### config.mk
export PLATFORM = sky130hd
export DESIGN_NAME = copg_top
export DESIGN_NICKNAME = d
export VERILOG_FILES = /design/src/pkg/copg_pkg.sv /design/src/pkg/copg_lane_if.sv /design/src/hdl/copg_lane.sv /design/src/hdl/copg_top.sv
export VERILOG_INCLUDE_DIRS = /design/src /design/src/pkg
export SDC_FILE = /design/constraint.sdc
export NUM_CORES = 1
export LEC_CHECK = 0
export ABC_AREA = 1
export ABC_CLOCK_PERIOD_IN_PS = 2000
export BUFFER_PORTS_ARGS = -buffer_cell sky130_fd_sc_hd__buf_2
export CAP_MARGIN = 30
export CORE_ASPECT_RATIO = 2
export CORE_MARGIN = 3
export CORE_UTILIZATION = 55
export CTS_BUF_LIST = sky130_fd_sc_hd__clkbuf_8
export DETAILED_ROUTE_END_ITERATION = 7
export PLACE_DENSITY_LB_ADDON = 0.05
export REMOVE_ABC_BUFFERS = 1
export SLEW_MARGIN = 15
export SYNTH_ARGS = -nofsm -noshare
export SYNTH_HDL_FRONTEND = slang
export SYNTH_SLANG_ARGS = --single-unit
### constraint.sdc
create_clock -name clk_sys_i -period 2 [get_ports clk_sys_i]
set_input_delay 0 -clock clk_sys_i [delete_from_list [all_inputs] [get_ports clk_sys_i]]
set_output_delay 0 -clock clk_sys_i [all_outputs]
set_load 0.1 [all_outputs]
### src/pkg/copg_map.svh
// Named constants for the clock output power gating block
`ifndef COPG_MAP_SVH
`define COPG_MAP_SVH
`define COPG_CLK_MHZ 20
`define COPG_WAKE_MAX_US 3000
`define COPG_LANES 7
`define COPG_L_HOST 0
`define COPG_L_66 1
`define COPG_L_PCI 2
`define COPG_L_PCIF 3
`define COPG_L_APIC 4
`define COPG_L_REF 5
`define COPG_L_USB 6
`define COPG_B_HOST 0
`define COPG_B_66 1
`define COPG_B_PCI 2
`define COPG_B_APIC 3
`define COPG_S_PD 0
`define COPG_S_HOST 1
`define COPG_S_PCI 2
`define COPG_N_HOST 6
`define COPG_N_66 2
`define COPG_N_PCI 5
`define COPG_N_APIC 3
`define COPG_N_REF 2
`define COPG_REF_HALF 2'h2
`define COPG_CNT_ZERO 4'h0
`define COPG_CNT_ONE 4'h1
`define COPG_REF_ZERO 2'h0
`define COPG_REF_ONE 2'h1
`define COPG_WK_ZERO 16'h0000
`define COPG_WK_ONE 16'h0001
`endif

### src/pkg/copg_pkg.sv
// Types of the clock output power gating block
package copg_pkg;
   typedef enum logic [1:0] {ST_RUN, ST_DRAIN, ST_OFF, ST_WAKE} copg_state_t;
   typedef struct packed {
      logic [2:0] sync1;
      logic [2:0] sync2;
      copg_state_t st;
      logic [3:0] cnt;
      logic [1:0] refc;
      logic ref_ph;
      logic usb_ph;
      logic [15:0] wk;
      logic osc;
      logic vco;
   } copg_ctl_t;
   typedef struct packed {
      logic [6:0] en;
      logic [6:0] clk;
   } copg_lane_t;
endpackage : copg_pkg

### src/pkg/copg_lane_if.sv
// Control to gate path of the clock output block
`timescale 1ns/1ps
`include "copg_map.svh"
interface copg_lane_if (
   input wire logic clk,
   input wire logic rst
);
   logic ce;
   logic force_low;
   logic [`COPG_LANES-1:0] phase_nxt;
   logic [`COPG_LANES-1:0] want;
   logic [`COPG_LANES-1:0] upd;
   logic [`COPG_LANES-1:0] clk_out;
   modport ctl (input clk, rst, clk_out, output ce, force_low, phase_nxt, want, upd);
   modport lane (input clk, rst, ce, force_low, phase_nxt, want, upd, output clk_out);
endinterface : copg_lane_if

### src/hdl/copg_lane.sv
// Per-lane glitch-free clock gates with registered outputs
`timescale 1ns/1ps
`include "copg_map.svh"
module copg_lane (
   copg_lane_if.lane lif
);
   import copg_pkg::*;

   copg_lane_t r;
   copg_lane_t next_r;

   // Enables move only on the cycles the control side allows
   always_comb begin
      next_r = r;
      if (lif.ce) begin
         for (int i = 0; i < `COPG_LANES; i++) begin
            if (lif.force_low) begin
               next_r.en[i] = 1'b0;
            end else if (lif.upd[i]) begin
               next_r.en[i] = lif.want[i];
            end
         end
         next_r.clk = lif.phase_nxt & next_r.en; // RULE6
      end
   end

   // State register
   always_ff @(posedge lif.clk) begin
      if (lif.rst) begin
         r <= '0;
      end else begin
         r <= next_r;
      end
   end

   assign lif.clk_out = r.clk;
endmodule : copg_lane

### src/hdl/copg_top.sv
// Power-down and stop gating of the system clock outputs
//
// What this block does
// RULE1: Power-down low holds every output low and turns oscillator and VCOs off.
// RULE2: Host stop low holds host and 66 MHz clocks low, others keep running.
// RULE3: Interrupt, reference and 48 MHz clocks ignore host stop; off only in power-down.
// RULE4: PCI stop low holds gated PCI clocks low; free-running PCI unaffected.
// RULE5: Host and 66 MHz clocks stop low and restart with a full high pulse.
// RULE6: Gated PCI clocks stop low and restart with a full high pulse.
// RULE7: Host stop takes effect after one free-running PCI rising edge, both ways.
// RULE8: PCI stop takes effect after exactly one free-running PCI rising edge.
// RULE9: First valid clocks come just over 3 ms after power-down release (60000 wake cycles at 20 MHz, plus sync and PCI edge).
// RULE10: Power-down entry stops outputs within two free-running PCI rising edges.
// RULE11: Power-down input is asynchronous and synchronised before use.
// RULE12: Outputs are driven low and held before VCOs and oscillator turn off.
// RULE13: Power-down forces outputs low on the next internal host clock falling edge.
// RULE14: Both stop inputs are ignored during power-down entry and exit.
// RULE15: Reference and 48 MHz outputs stop low as soon as possible in power-down.
// RULE16: Host stop arrives aligned to PCI edges but is still synchronised inside.
// RULE17: Outside logic drives PCI stop synchronously to the free-running PCI clock.
// RULE18: Each stop input passes a two-stage synchroniser; gates change while low.
`timescale 1ns/1ps
`include "copg_map.svh"
module copg_top #(
   parameter int unsigned WAKE_CYCLES = `COPG_WAKE_MAX_US * `COPG_CLK_MHZ - 1
) (
   input wire logic clk_sys_i,
   input wire logic rst_i,
   input wire logic ce_i,
   input wire logic power_down_n_i,
   input wire logic host_stop_n_i,
   input wire logic pci_stop_n_i,
   output logic [`COPG_N_HOST-1:0] host_clock_out_o,
   output logic [`COPG_N_66-1:0] fixed_66mhz_clock_o,
   output logic [`COPG_N_PCI-1:0] gated_pci_clock_o,
   output logic free_running_pci_clock_o,
   output logic [`COPG_N_APIC-1:0] interrupt_ctrl_clock_o,
   output logic [`COPG_N_REF-1:0] ref_clock_o,
   output logic usb_48mhz_clock_o,
   output logic osc_enable_o,
   output logic vco_enable_o
);
   import copg_pkg::*;

   copg_ctl_t r;
   copg_ctl_t next_r;

   // Decoded helpers shared by control and checks
   logic pd_ok;
   logic host_ok;
   logic pci_ok;
   logic phases_on;
   logic pci_edge;
   logic live;
   logic out_any;
   logic [3:0] cnt_nxt;
   logic ref_nxt;
   logic usb_nxt;
   logic [`COPG_LANES-1:0] ph_nxt;
   logic [`COPG_LANES-1:0] want;
   logic [`COPG_LANES-1:0] upd;
   logic force_low;
   logic [15:0] wake_last;

   assign wake_last = WAKE_CYCLES[15:0];

   copg_lane_if lif (
      .clk(clk_sys_i),
      .rst(rst_i)
   );

   // Gates sit in their own module so every clock pin is one flop
   copg_lane u_lane (
      .lif(lif)
   );

   // Synchronised views of the three control inputs
   assign pd_ok = r.sync2[`COPG_S_PD];
   assign host_ok = r.sync2[`COPG_S_HOST];
   assign pci_ok = r.sync2[`COPG_S_PCI];

   // Internal clocks only run while the VCOs are up
   assign phases_on = (r.st != ST_OFF);

   // Next phase of every internal clock
   always_comb begin
      cnt_nxt = r.cnt;
      ref_nxt = r.ref_ph;
      usb_nxt = r.usb_ph;
      if (phases_on) begin
         cnt_nxt = r.cnt + `COPG_CNT_ONE;
         usb_nxt = ~r.usb_ph;
         if (r.refc == `COPG_REF_HALF) begin
            ref_nxt = ~r.ref_ph;
         end
      end else begin
         cnt_nxt = `COPG_CNT_ZERO;
         ref_nxt = 1'b0;
         usb_nxt = 1'b0;
      end
   end

   // Map phases onto lanes; free PCI shares the PCI phase
   always_comb begin
      ph_nxt = '0;
      ph_nxt[`COPG_L_HOST] = cnt_nxt[`COPG_B_HOST];
      ph_nxt[`COPG_L_66] = cnt_nxt[`COPG_B_66];
      ph_nxt[`COPG_L_PCI] = cnt_nxt[`COPG_B_PCI];
      ph_nxt[`COPG_L_PCIF] = cnt_nxt[`COPG_B_PCI];
      ph_nxt[`COPG_L_APIC] = cnt_nxt[`COPG_B_APIC];
      ph_nxt[`COPG_L_REF] = ref_nxt;
      ph_nxt[`COPG_L_USB] = usb_nxt;
   end

   // Rising edge of the free-running PCI clock, the latency reference
   assign pci_edge = cnt_nxt[`COPG_B_PCI] & ~r.cnt[`COPG_B_PCI];

   // Stop inputs matter only in steady running with power-down high
   assign live = (r.st == ST_RUN) && pd_ok; // RULE14

   // Wanted enable per lane
   always_comb begin
      want = '0;
      want[`COPG_L_HOST] = live & host_ok; // RULE2
      want[`COPG_L_66] = live & host_ok; // RULE2
      want[`COPG_L_PCI] = live & pci_ok; // RULE4
      want[`COPG_L_PCIF] = live;
      want[`COPG_L_APIC] = live; // RULE3
      want[`COPG_L_REF] = live; // RULE3
      want[`COPG_L_USB] = live; // RULE3
   end

   // Update windows: stop-driven lanes switch on the PCI rising edge,
   // when host, 66 MHz and PCI phases are all low or just rising
   always_comb begin
      upd = '0;
      upd[`COPG_L_HOST] = pci_edge; // RULE7
      upd[`COPG_L_66] = pci_edge; // RULE5
      upd[`COPG_L_PCI] = pci_edge; // RULE8
      upd[`COPG_L_PCIF] = pci_edge;
      upd[`COPG_L_APIC] = ~ph_nxt[`COPG_L_APIC]; // RULE18
      upd[`COPG_L_REF] = ~ph_nxt[`COPG_L_REF];
      upd[`COPG_L_USB] = ~ph_nxt[`COPG_L_USB];
   end

   // Force all lanes low at the host falling edge after power-down,
   // and keep them low in every other state; ref may be cut short
   assign force_low = (r.st != ST_RUN) || (!pd_ok && !ph_nxt[`COPG_L_HOST]); // RULE13

   // Hand the decisions to the gate module
   assign lif.ce = ce_i;
   assign lif.force_low = force_low; // RULE15
   assign lif.phase_nxt = ph_nxt;
   assign lif.want = want;
   assign lif.upd = upd;

   // Control state: synchronisers, phase dividers, power sequence
   always_comb begin
      next_r = r;
      if (ce_i) begin
         // Two flops per input; stage one feeds stage two only
         next_r.sync1 = {pci_stop_n_i, host_stop_n_i, power_down_n_i}; // RULE11
         next_r.sync2 = r.sync1; // RULE16
         next_r.cnt = cnt_nxt;
         next_r.ref_ph = ref_nxt;
         next_r.usb_ph = usb_nxt;
         if (!phases_on || r.refc == `COPG_REF_HALF) begin
            next_r.refc = `COPG_REF_ZERO;
         end else begin
            next_r.refc = r.refc + `COPG_REF_ONE;
         end
         case (r.st)
            ST_RUN: begin
               // Leave as the forced low lands on the pins
               if (!pd_ok && !ph_nxt[`COPG_L_HOST]) begin
                  next_r.st = ST_DRAIN; // RULE10
               end
            end
            ST_DRAIN: begin
               // Pins are already low; only now drop the oscillators
               next_r.st = ST_OFF;
               next_r.osc = 1'b0; // RULE12
               next_r.vco = 1'b0; // RULE1
            end
            ST_OFF: begin
               if (pd_ok) begin
                  next_r.st = ST_WAKE;
                  next_r.osc = 1'b1;
                  next_r.vco = 1'b1;
                  next_r.wk = `COPG_WK_ZERO;
               end
            end
            ST_WAKE: begin
               // Settling wait of WAKE_CYCLES + 1 cycles, equal to the power-up limit by default
               if (!pd_ok) begin
                  next_r.st = ST_OFF;
                  next_r.osc = 1'b0;
                  next_r.vco = 1'b0;
               end else if (r.wk >= wake_last) begin
                  next_r.st = ST_RUN; // RULE9
               end else begin
                  next_r.wk = r.wk + `COPG_WK_ONE;
               end
            end
            default: begin
               next_r.st = ST_OFF;
            end
         endcase
      end
   end

   // State register; starts powered down until the input is seen high
   always_ff @(posedge clk_sys_i) begin
      if (rst_i) begin
         r <= '0;
         r.st <= ST_OFF;
      end else begin
         r <= next_r;
      end
   end

   // Pins come straight from gate flops or control flops
   assign host_clock_out_o = {`COPG_N_HOST{lif.clk_out[`COPG_L_HOST]}};
   assign fixed_66mhz_clock_o = {`COPG_N_66{lif.clk_out[`COPG_L_66]}};
   assign gated_pci_clock_o = {`COPG_N_PCI{lif.clk_out[`COPG_L_PCI]}};
   assign free_running_pci_clock_o = lif.clk_out[`COPG_L_PCIF];
   assign interrupt_ctrl_clock_o = {`COPG_N_APIC{lif.clk_out[`COPG_L_APIC]}};
   assign ref_clock_o = {`COPG_N_REF{lif.clk_out[`COPG_L_REF]}};
   assign usb_48mhz_clock_o = lif.clk_out[`COPG_L_USB];
   assign osc_enable_o = r.osc;
   assign vco_enable_o = r.vco;

   // Any clock pin high
   assign out_any = |lif.clk_out;
endmodule : copg_top

==> impl_metrics.ini, run 1 <==
[sta]
hold_viol = 0
slew_violations = 0
finalCritPeriodShare_pct = 87.7
fmax_mhz = 570
hold_ws_ns = 0.0697
setup_viol = 0
rsz0062_at_grt = false
period_minus_slack_ns = 1.75
relSlewSlack_pct = 67.4
tightest_slew_ns = 0.488
finClkSkew_ns = 0.00832

[floorplanning]
top_level_ports = 28
coreArea_sq_um = 4470
design.die.area_sq_um = 5650
dieWidth_um = 54.7
rows = 34
die_y_um = 103
start_util_pct = 58.3

[clock_tree]
cts_buffer_depth = 2
clock_latency_ns = 0.30
cts-root-buf = clkbuf_8
numCtsBuffers = 5
cts_htree_levels = 2
clk_pin_slew_ns = 0.09
cts.sinks = 47
cts_tree = yes

[yosys]
synth-seq-cells = 47
synth_fa_ha_area_share_pct = 1.44
muxShareOfSynthArea_pct = 0
synth_top_family_by_area = simple AND/OR/NAND/NOR gates
synth-xor-area-share_pct = 2.02
syn_inst = 393
synth_area_per_cell_sq_um = 6.63
synth_warnings = 0
synth-seq-area-share_pct = 36.1
yosys.area_share.simple_pct = 32.8
synth_compound_gate_area_share_pct = 13.7
syn_area_sq_um = 2600
synth_cell_type_count = 30

[global_routing]
grt.total_usage_pct = 24.4
grt_max_degree = 25
grt_pass1_wl_mm = 10.1
antenna_found_initial = 0
grt_pass1_vias = 2336
grt_overflow_total = 0

[job]
cap_viol_max_count = 0

[setup_path]
path_max_fanout = 15
crit_type = flop to flop
crit_required_ns = 2.24
end_kind = flop
rrSetupSlack_ns = 0.25
cp-start-kind = flop
critPathArrivalTime_ns = 2.00

[place]
dp.cells = 448
port_buffers = 27
gp_congestion = 0.869
hpwl_mm = 4.65

[cells_and_area]
layout_commonest_cell = nand2_1
fill_cells = 425
fin_cells = 463
nets = 417
drive_gt1_share_pct = 15.2
multiInputGateArea_sq_um = 1300
regArea_sq_um = 941
mostFrequentLayoutCells = nand2_1 (86), nor2_1 (54), dfxtp_1 (47), a21oi_1 (43), inv_1 (35)
area_growth_pct = 9.42
n_antenna_cell = 0

[drt]
first_iter_violations = 98
drtAntennaViolNets = 0
dr_total_vias = 2488
wl_mm = 6.19
viasPerCell = 5.37
drc = 0
dr.pass1.iters = 4
wl_per_cell_um = 13.4

[power_and_ir_drop]
power_density_nw_per_um2 = 736
p_leak_nw = 1.14
irDropWorstVdd_mv = 0.580

[status]
outcome = finished, final reports clean

[hold_path]
holdCritPathClass = input port to flop
cell type report:
cell class	count	share of cell area, %
sequential	47	33.0
tap	54	2.37
timing repair buffer	41	8.70
inverter	41	5.40
multi-input combinational	272	45.7
clock inverter	3	2.37
clock buffer	5	2.42
critical path: stages (launching register included):
cell and delay [ns]:
dfxtp_1 0.40, ha_2 0.23, nand2_1 0.11, nor2_2 0.17, nand3_1 0.09, nand2_1 0.08, nand2_2 0.08, nand3_4 0.14
nand2_4 0.15, inv_2 0.09, nor2_1 0.05, nor2_1 0.10
synth_stat cells (all sizes together):
cell type	instances	area, sq um
clkbuf	10	37.5
o211ai	3	22.5
o21bai	1	7.51
o21ai	19	95.1
a21oi	44	224
xnor2	1	8.76
o21a	1	7.51
ha	3	37.5
nand3	32	173
nand4	10	62.6
dfxtp	47	941
nor2	55	209
inv	41	154
or2	3	18.8
buf	23	171
xor2	5	43.8
nor3	5	36.3
nand2	89	347
nand3b	1	7.51
kinds of logic after synthesis:
logic type | count (synthesis)
and+or+nand+nor | 195
buffers and inverters | 74
AOI/OAI and AO/OA | 68
DFF | 47
xor gates and xnor gates | 6
adders and majority gates | 3
power by group:
part	total, W	leakage [nW]	internal, W	switching, W
sequential	0.000993	0.382	0.000971	0.0000229
combinational	0.000272	0.693	0.0000804	0.000192
clock	0.000831	0.0644	0.000499	0.000333
total	0.00210	1.14	0.00155	0.000548
state kept, by name, summed over array words and instances, names as in the netlist:
register / cells
host_ok: 1
u_lane.lif.clk_out: 7
osc_enable_o: 1
r: 29
u_lane.r: 7
pci_ok: 1
pd_ok: 1
worst paths after layout:
check / start / end / cells after the start
min reg2reg: u_lane.r[9]$_SDFFE_PP0P_ / u_lane.r[9]$_SDFFE_PP0P_ / 2
max reg2reg: r[2]$_SDFFE_PP0P_ / r[3]$_SDFFE_PP0P_ / 11
max: r[2]$_SDFFE_PP0P_ / r[3]$_SDFFE_PP0P_ / 11
min: rst_i / r[11]$_SDFFE_PP0P_ / 2
metrics by stage:
stage               cell area (sq um)  total power [W]  utilization, %  setup TNS [ns]  worst slack (ns)
floorplan                        2390          0.00118               -          -26.15             -2.60
global placement                 2650          0.00127            59.3               0             0.274
detailed placement               2650          0.00128            59.3               0             0.196
CTS                              2820          0.00211            63.1               0             0.160
global route                     2850          0.00218            63.8               0            0.0544
finish                           2850          0.00210            63.8               0             0.245
what timing repair did:
action | in CTS | in global routing
setup buffers | 0 | 4
endpoints found under the hold margin | 3 | 0
resized for setup | 0 | 1
endpoints found under the setup margin | 0 | 6
hold buffers | 3 | 0
metal layers:
metal / global-route usage [%] / share of wire (%) / vias up / wire [um]
met1: 23.5 / 36 / 1130 / 2240
met3: 2.73 / 2.9 / 21 / 182
met5: 0 / 0 / - / 0
li1: - / - / 1276 / -
met4: 12.3 / 3.7 / 0 / 229
met2: 47.0 / 57 / 61 / 3540
No activity file was read; power rests on OpenSTA's default activity.
==> run 2, diff against run 1 <==
- PLACE_DENSITY: unset -> 0.75
- PLACE_DENSITY_LB_ADDON: 0.05 -> unset
==> run 2 against run 1 <==
Effect of this change: worst hold slack better by 0.084 ns; clock power down 11%; final cell count down 1.3%; routed wire length down 5.6%; global-route usage down 2.0 points; combinational power down 4%; utilization down 1.4 points.
==> impl_metrics.ini, run 2 (same netlist as run 1, synthesis figures left out) <==
[status]
outcome = finished, final reports clean

[global_routing]
grt_max_degree = 27
grt.total_usage_pct = 22.4
grt_pass1_vias = 2258
antenna_found_initial = 0
grt_overflow_total = 0
grt_pass1_wl_mm = 9.47

[setup_path]
crit-reg2reg-launch = r[2]$_SDFFE_PP0P_
crit_family = simple AND/OR/NAND/NOR gates
path_depth = 10
critPathArrivalTime_ns = 1.99
worst-path-buf-inv = 0
end_kind = flop
crit_path_frequent_cell = nand2_1
cp-start-kind = flop
timing.rr.end = r[14]$_SDFFE_PP0P_
path_cells = ha_1 > nand2_1 > nor2_2 > nand3_1 > nand2_1 > nand2_2 > nand3_4 > nand2_4 > nand2_1 > a21oi_1
path_max_fanout = 15
crit_required_ns = 2.18
cp_slowest_cell = dfxtp_1
crit_type = flop to flop
rrSetupSlack_ns = 0.20
reg2reg_depth = 10
max_stage_delay_ns = 0.39

[cells_and_area]
regMostFlops = r
drive_gt1_share_pct = 13.6
area_growth_pct = 7.02
nets = 411
fin_area_sq_um = 2790
fill_cells = 433
final_core_util_pct = 62.4
n_antenna_cell = 0
mostFrequentLayoutCells = nand2_1 (86), nor2_1 (54), dfxtp_1 (47), a21oi_1 (43), inv_1 (35)
largest_register_ffs = 29
layout_commonest_cell = nand2_1

[clock_tree]
clk_pin_slew_ns = 0.09
cts_tree = yes
cts_buffer_depth = 2
cts-root-buf = clkbuf_8
postCtsSetupBuffers = 0
cts.sinks = 47
cts_htree_levels = 2
clock_latency_ns = 0.30
numCtsBuffers = 5

[drt]
drc = 0
wl_mm = 5.84
drtAntennaViolNets = 0
dr_total_vias = 2461
wl_per_cell_um = 12.8
viasPerCell = 5.39
dr.pass1.iters = 4
first_iter_violations = 51

[sta]
relSlewSlack_pct = 65.8
slew_violations = 0
finClkSkew_ns = 0.00784
hold_viol = 0
setup_viol = 0
fmax_mhz = 555
finalCritPeriodShare_pct = 90.2
rsz0062_at_grt = false
period_minus_slack_ns = 1.80
tightest_slew_ns = 0.512

[hold_path]
hp-start = ce_i
worstHoldEndpoint = r[19]$_SDFFE_PP0P_
hold_path_depth = 3
holdCritPathClass = input port to flop

[floorplanning]
rows = 34
coreArea_sq_um = 4470
design.die.area_sq_um = 5650
dieWidth_um = 54.7
die_y_um = 103
start_util_pct = 58.3
top_level_ports = 28

[place]
hpwl_mm = 4.38
postPlaceCellArea_sq_um = 2640
gp_congestion = 0.895
port_buffers = 27

[power_and_ir_drop]
p_leak_nw = 1.11
finalPower_w = 0.00199
irDropWorstVdd_mv = 0.783
power_density_nw_per_um2 = 716

[job]
cap_viol_max_count = 0
[run 2: worst min-delay path, stage by stage]
cell and delay, ns:
buf_2 0.09, buf_4 0.23, a21oi_1 0.09
[run 2: stage by stage]
| stage | worst slack (ns) | hold WS, ns | setup TNS [ns] | instances |
|---|---|---|---|---|
| 5_1_grt | 0.0268 | 0.200 | 0 | 457 |
| 4_1_cts | 0.221 | 0.149 | 0 | 457 |
| 3_5_place_dp | 0.227 | 0.230 | 0 | 446 |
| 3_3_place_gp | 0.286 | 0.222 | 0 | 446 |
| 2_1_floorplan | -2.60 | 0.0691 | -26.15 | 360 |
| 6_report | 0.197 | 0.153 | 0 | 457 |
[run 2: area by class of cell]
type	instances	area [sq um]	area share, %
clock buffer	6	82.6	2.96
clock inverter	2	38.8	1.39
tap	54	67.6	2.42
sequential	47	941	33.8
inverter	41	154	5.52
timing repair buffer	35	203	7.27
multi-input combinational	272	1300	46.7
[run 2: routing by layer]
metal  vias to the layer above  track usage, %  share of wire, %
met3                        14            2.87               3.0
met5                         -               0                 0
met4                         0            9.40               2.3
li1                       1274               -                 -
met1                      1123            21.6                39
met2                        50            43.8                56
[run 2: timing repair]
| action | 4_1_cts | 5_1_grt |
|---|---|---|
| resized for setup | 0 | 0 |
| hold buffers | 3 | 0 |
| hold endpoints to repair | 3 | 0 |
[run 2: worst max path at each step]
stage / from / endpoint / slack (ns)
finish: r[2]$_SDFFE_PP0P_ / r[14]$_SDFFE_PP0P_ / 0.20
global route: r[2]$_SDFFE_PP0P_ / r[8]$_SDFFE_PP0P_ / 0.03
CTS: r[2]$_SDFFE_PP0P_ / r[14]$_SDFFE_PP0P_ / 0.22
detailed placement: r[2]$_SDFFE_PP0P_ / r[14]$_SDFFE_PP0P_ / 0.23
global placement: r[2]$_SDFFE_PP0P_ / r[3]$_SDFFE_PP0P_ / 0.29
floorplan: u_lane.lif.clk_out[0]$_SDFFE_PP0P_ / u_lane.lif.clk_out[0]$_SDFFE_PP0P_ / -2.60
[run 2: power breakdown]
part | internal (W) | switching, W | total [W]
logic | 0.0000735 | 0.000186 | 0.000260
clock network | 0.000411 | 0.000330 | 0.000741
registers | 0.000971 | 0.0000221 | 0.000993
total | 0.00146 | 0.000539 | 0.00199
==> run 3, diff against run 2 <==
- ABC_AREA: 1 -> unset
- ABC_CLOCK_PERIOD_IN_PS: 2000 -> 1520
- CORE_UTILIZATION: 55 -> 54
- PLACE_DENSITY: 0.75 -> 0.78
- clock period: 2 -> 1.52 ns (I/O delays scaled with it)
==> run 3 against run 2 <==
Effect of this change: the run now ends with setup timing left; global-route usage is 10 points higher; non-clock buffer count is 73 higher; via count is 10% higher; register-to-register slack worse by 0.61 ns; worst hold slack better by 0.062 ns; setup slack worse by 0.61 ns; synthesized cell count is 26% lower; sequential cell count stayed put; power is 20% higher; clock skew is 0.0029 ns lower; largest power group unchanged; routed wire length is 51% higher; final cell count is 6.8% lower; highest routed layer unchanged; critical endpoint is now r[3]$_SDFFE_PP0P_.
==> impl_metrics.ini, run 3 <==
[power_and_ir_drop]
pwr-share-comb_pct = 7.5
irDropWorstVdd_mv = 0.891
p_int_w = 0.00184
p_seq_share_pct = 52.2
switchingPower_w = 0.000555
power.share.switching_pct = 23.2
power_density_nw_per_um2 = 662
p_leak_nw = 1.42
power_frac_clock_pct = 40.4

[hold_path]
hold_path_depth = 4
holdCritPathClass = input port to flop
worstHoldEndpoint = u_lane.lif.clk_out[4]$_SDFFE_PP0P_
hp-start = ce_i

[setup_path]
crit_family = compound AO/OA/AOI/OAI gates
crit_required_ns = 1.74
timing.rr.end = r[3]$_SDFFE_PP0P_
cp-start-kind = flop
crit_type = flop to flop
rrSetupSlack_ns = -0.42
end_kind = flop
worst-path-buf-inv = 2
critPathArrivalTime_ns = 2.15
max_stage_delay_ns = 0.37
path_max_fanout = 5
path_cells = and3b_2 > buf_6 > o2111ai_4 > a21oi_4 > buf_4 > nand3_1 > a31oi_2
cp_slowest_cell = dfxtp_4
crit-reg2reg-launch = r[12]$_SDFFE_PP0P_
reg2reg_depth = 7

[global_routing]
antenna_found_initial = 0
grt_overflow_total = 0
grt_pass1_vias = 2856
grt_pass1_wl_mm = 13.0
grt_max_degree = 32
grt.total_usage_pct = 32.7

[cells_and_area]
regMostFlops = r
n_antenna_cell = 0
largest_register_ffs = 29
mostFrequentLayoutCells = buf_4 (62), dfxtp_1 (37), nor2_1 (34), buf_2 (27), a21oi_1 (22)
nets = 382
fill_cells = 217
fin_area_sq_um = 3610
area_growth_pct = 49.8
drive_gt1_share_pct = 48.4
layout_commonest_cell = buf_4
fin_cells = 426

[yosys]
synth_area_per_cell_sq_um = 8.31
yosys.area_share.simple_pct = 23.0
synth_warnings = 0
yosys-top-cells-count = dfxtp_1 (47), nor2_1 (38), a21oi_1 (28), buf_4 (19), nand2_1 (17)
synth-seq-cells = 47
yosysTopAreaCell = dfxtp_1
yosysMostFrequentCell = dfxtp_1
muxShareOfSynthArea_pct = 3.74
synth_compound_gate_area_share_pct = 21.4
synth-seq-area-share_pct = 39.0
syn_inst = 290
synth-xor-area-share_pct = 1.45
synth_edf_count = 0
synth_top_family_by_area = simple AND/OR/NAND/NOR gates
yosysTopAreaCellShare_pct = 39.0
synth_area_leaders = dfxtp_1 (39%), buf_4 (5.9%), nor2_1 (5.9%)
asyncSetResetFlopFracSynth_pct = 0
synth_cell_type_count = 47
synth_fa_ha_area_share_pct = 1.56
synth_ff_type = dfxtp_1
syn_area_sq_um = 2410

[place]
postPlaceCellArea_sq_um = 2820
gp_congestion = 0.953
place_ws_ns = -0.407
dp.cells = 389
port_buffers = 27
hpwl_mm = 4.33

[sta]
tightest_slew_ns = 0.511
rsz0062_at_grt = true
hold_viol = 0
finalCritPeriodShare_pct = 127
setup_viol = 21
slew_violations = 0
relSlewSlack_pct = 66.2
period_minus_slack_ns = 1.94
fmax_mhz = 517
hold_ws_ns = 0.216
fin_ws_ns = -0.415
finClkSkew_ns = 0.00495

[drt]
wl_per_cell_um = 20.7
viasPerCell = 6.36
drtAntennaViolNets = 0
drc = 0
dr.pass1.iters = 4
first_iter_violations = 102
dr_total_vias = 2708
wl_mm = 8.81

[clock_tree]
cts_buffer_depth = 2
cts_htree_levels = 2
clock_latency_ns = 0.30
clk_pin_slew_ns = 0.09
cts_tree = yes
cts-root-buf = clkbuf_8
cts.sinks = 47
numCtsBuffers = 5

[status]
violations = setup timing
outcome = complete, but fails checks

[job]
cap_viol_max_count = 0

[floorplanning]
coreArea_sq_um = 4210
rows = 33
die_y_um = 100
design.die.area_sq_um = 5350
top_level_ports = 28
start_util_pct = 57.2
dieWidth_um = 53.3
==> run 3: timing repair <==
item | 4_1_cts | 5_1_grt
endpoints found under the hold margin | 6 | 0
resized for setup | 53 | 50
buffers inserted | 13 | 9
gates cloned | 3 | 0
endpoints found under the setup margin | 26 | 30
hold buffers | 4 | 0
pin swaps | 27 | 15
==> run 3: cells by family (layout without fill, tap and decap cells) <==
logic type,after synthesis,in the layout
DFF,47,47
muxes,9,9
and+or+nand+nor,109,109
xor gates and xnor gates,4,4
AOI/OAI and AO/OA,78,81
adders and majority gates,3,3
buffers and inverters,40,121
==> run 3: power groups by stage <==
stage	clock [W]	sequential, W	combinational (W)
floorplan	0	0.00129	0.0000500
global placement	0	0.00128	0.000141
detailed placement	0	0.00128	0.000143
CTS	0.000975	0.00125	0.000165
global route	0.00100	0.00125	0.000193
finish	0.000966	0.00125	0.000178
==> run 3: metrics by stage <==
step	TNS [ns]	util [%]	power (W)
floorplan	-41.22	-	0.00134
global placement	-5.04	66.9	0.00142
detailed placement	-5.96	66.9	0.00142
CTS	-3.56	78.8	0.00239
global route	-6.73	85.8	0.00245
finish	-5.28	85.8	0.00239
==> run 3: worst max-delay path by stage <==
stage	startpoint	end	slack, ns	cells past startpoint
floorplan	u_lane.lif.clk_out[0]$_SDFFE_PP0P_	u_lane.lif.clk_out[0]$_SDFFE_PP0P_	-3.33	2
global placement	r[12]$_SDFFE_PP0P_	r[16]$_SDFFE_PP0P_	-0.36	5
detailed placement	r[12]$_SDFFE_PP0P_	r[12]$_SDFFE_PP0P_	-0.41	5
CTS	r[2]$_SDFFE_PP0P_	r[10]$_SDFFE_PP0P_	-0.30	6
global route	r[12]$_SDFFE_PP0P_	r[3]$_SDFFE_PP0P_	-0.44	7
finish	r[12]$_SDFFE_PP0P_	r[3]$_SDFFE_PP0P_	-0.42	7
==> run 3: metal layers <==
layer | vias up | routed length, um | part of all wire, % | track usage (%)
li1 | 1215 | - | - | -
met1 | 1306 | 2950 | 33 | 29.9
met3 | 62 | 330 | 3.7 | 5.19
met4 | 0 | 707 | 8.0 | 28.0
met2 | 125 | 4830 | 55 | 58.2
met5 | - | 0 | 0 | 0
==> run 3: area by class of cell <==
class / instances / area, sq um / share of cell area, %
clock inverter: 2 / 35.0 / 0.970
timing repair buffer: 108 / 818 / 22.7
inverter: 5 / 18.8 / 0.520
clock buffer: 6 / 82.6 / 2.29
sequential: 47 / 963 / 26.7
multi-input combinational: 206 / 1630 / 45.1
tap: 52 / 65.1 / 1.80
==> run 3: worst register-to-register path, stage by stage, from the launching register on <==
cell	delay (ns)
dfxtp_4	0.37
and3b_2	0.28
buf_6	0.13
o2111ai_4	0.22
a21oi_4	0.33
buf_4	0.17
nand3_1	0.11
a31oi_2	0.23
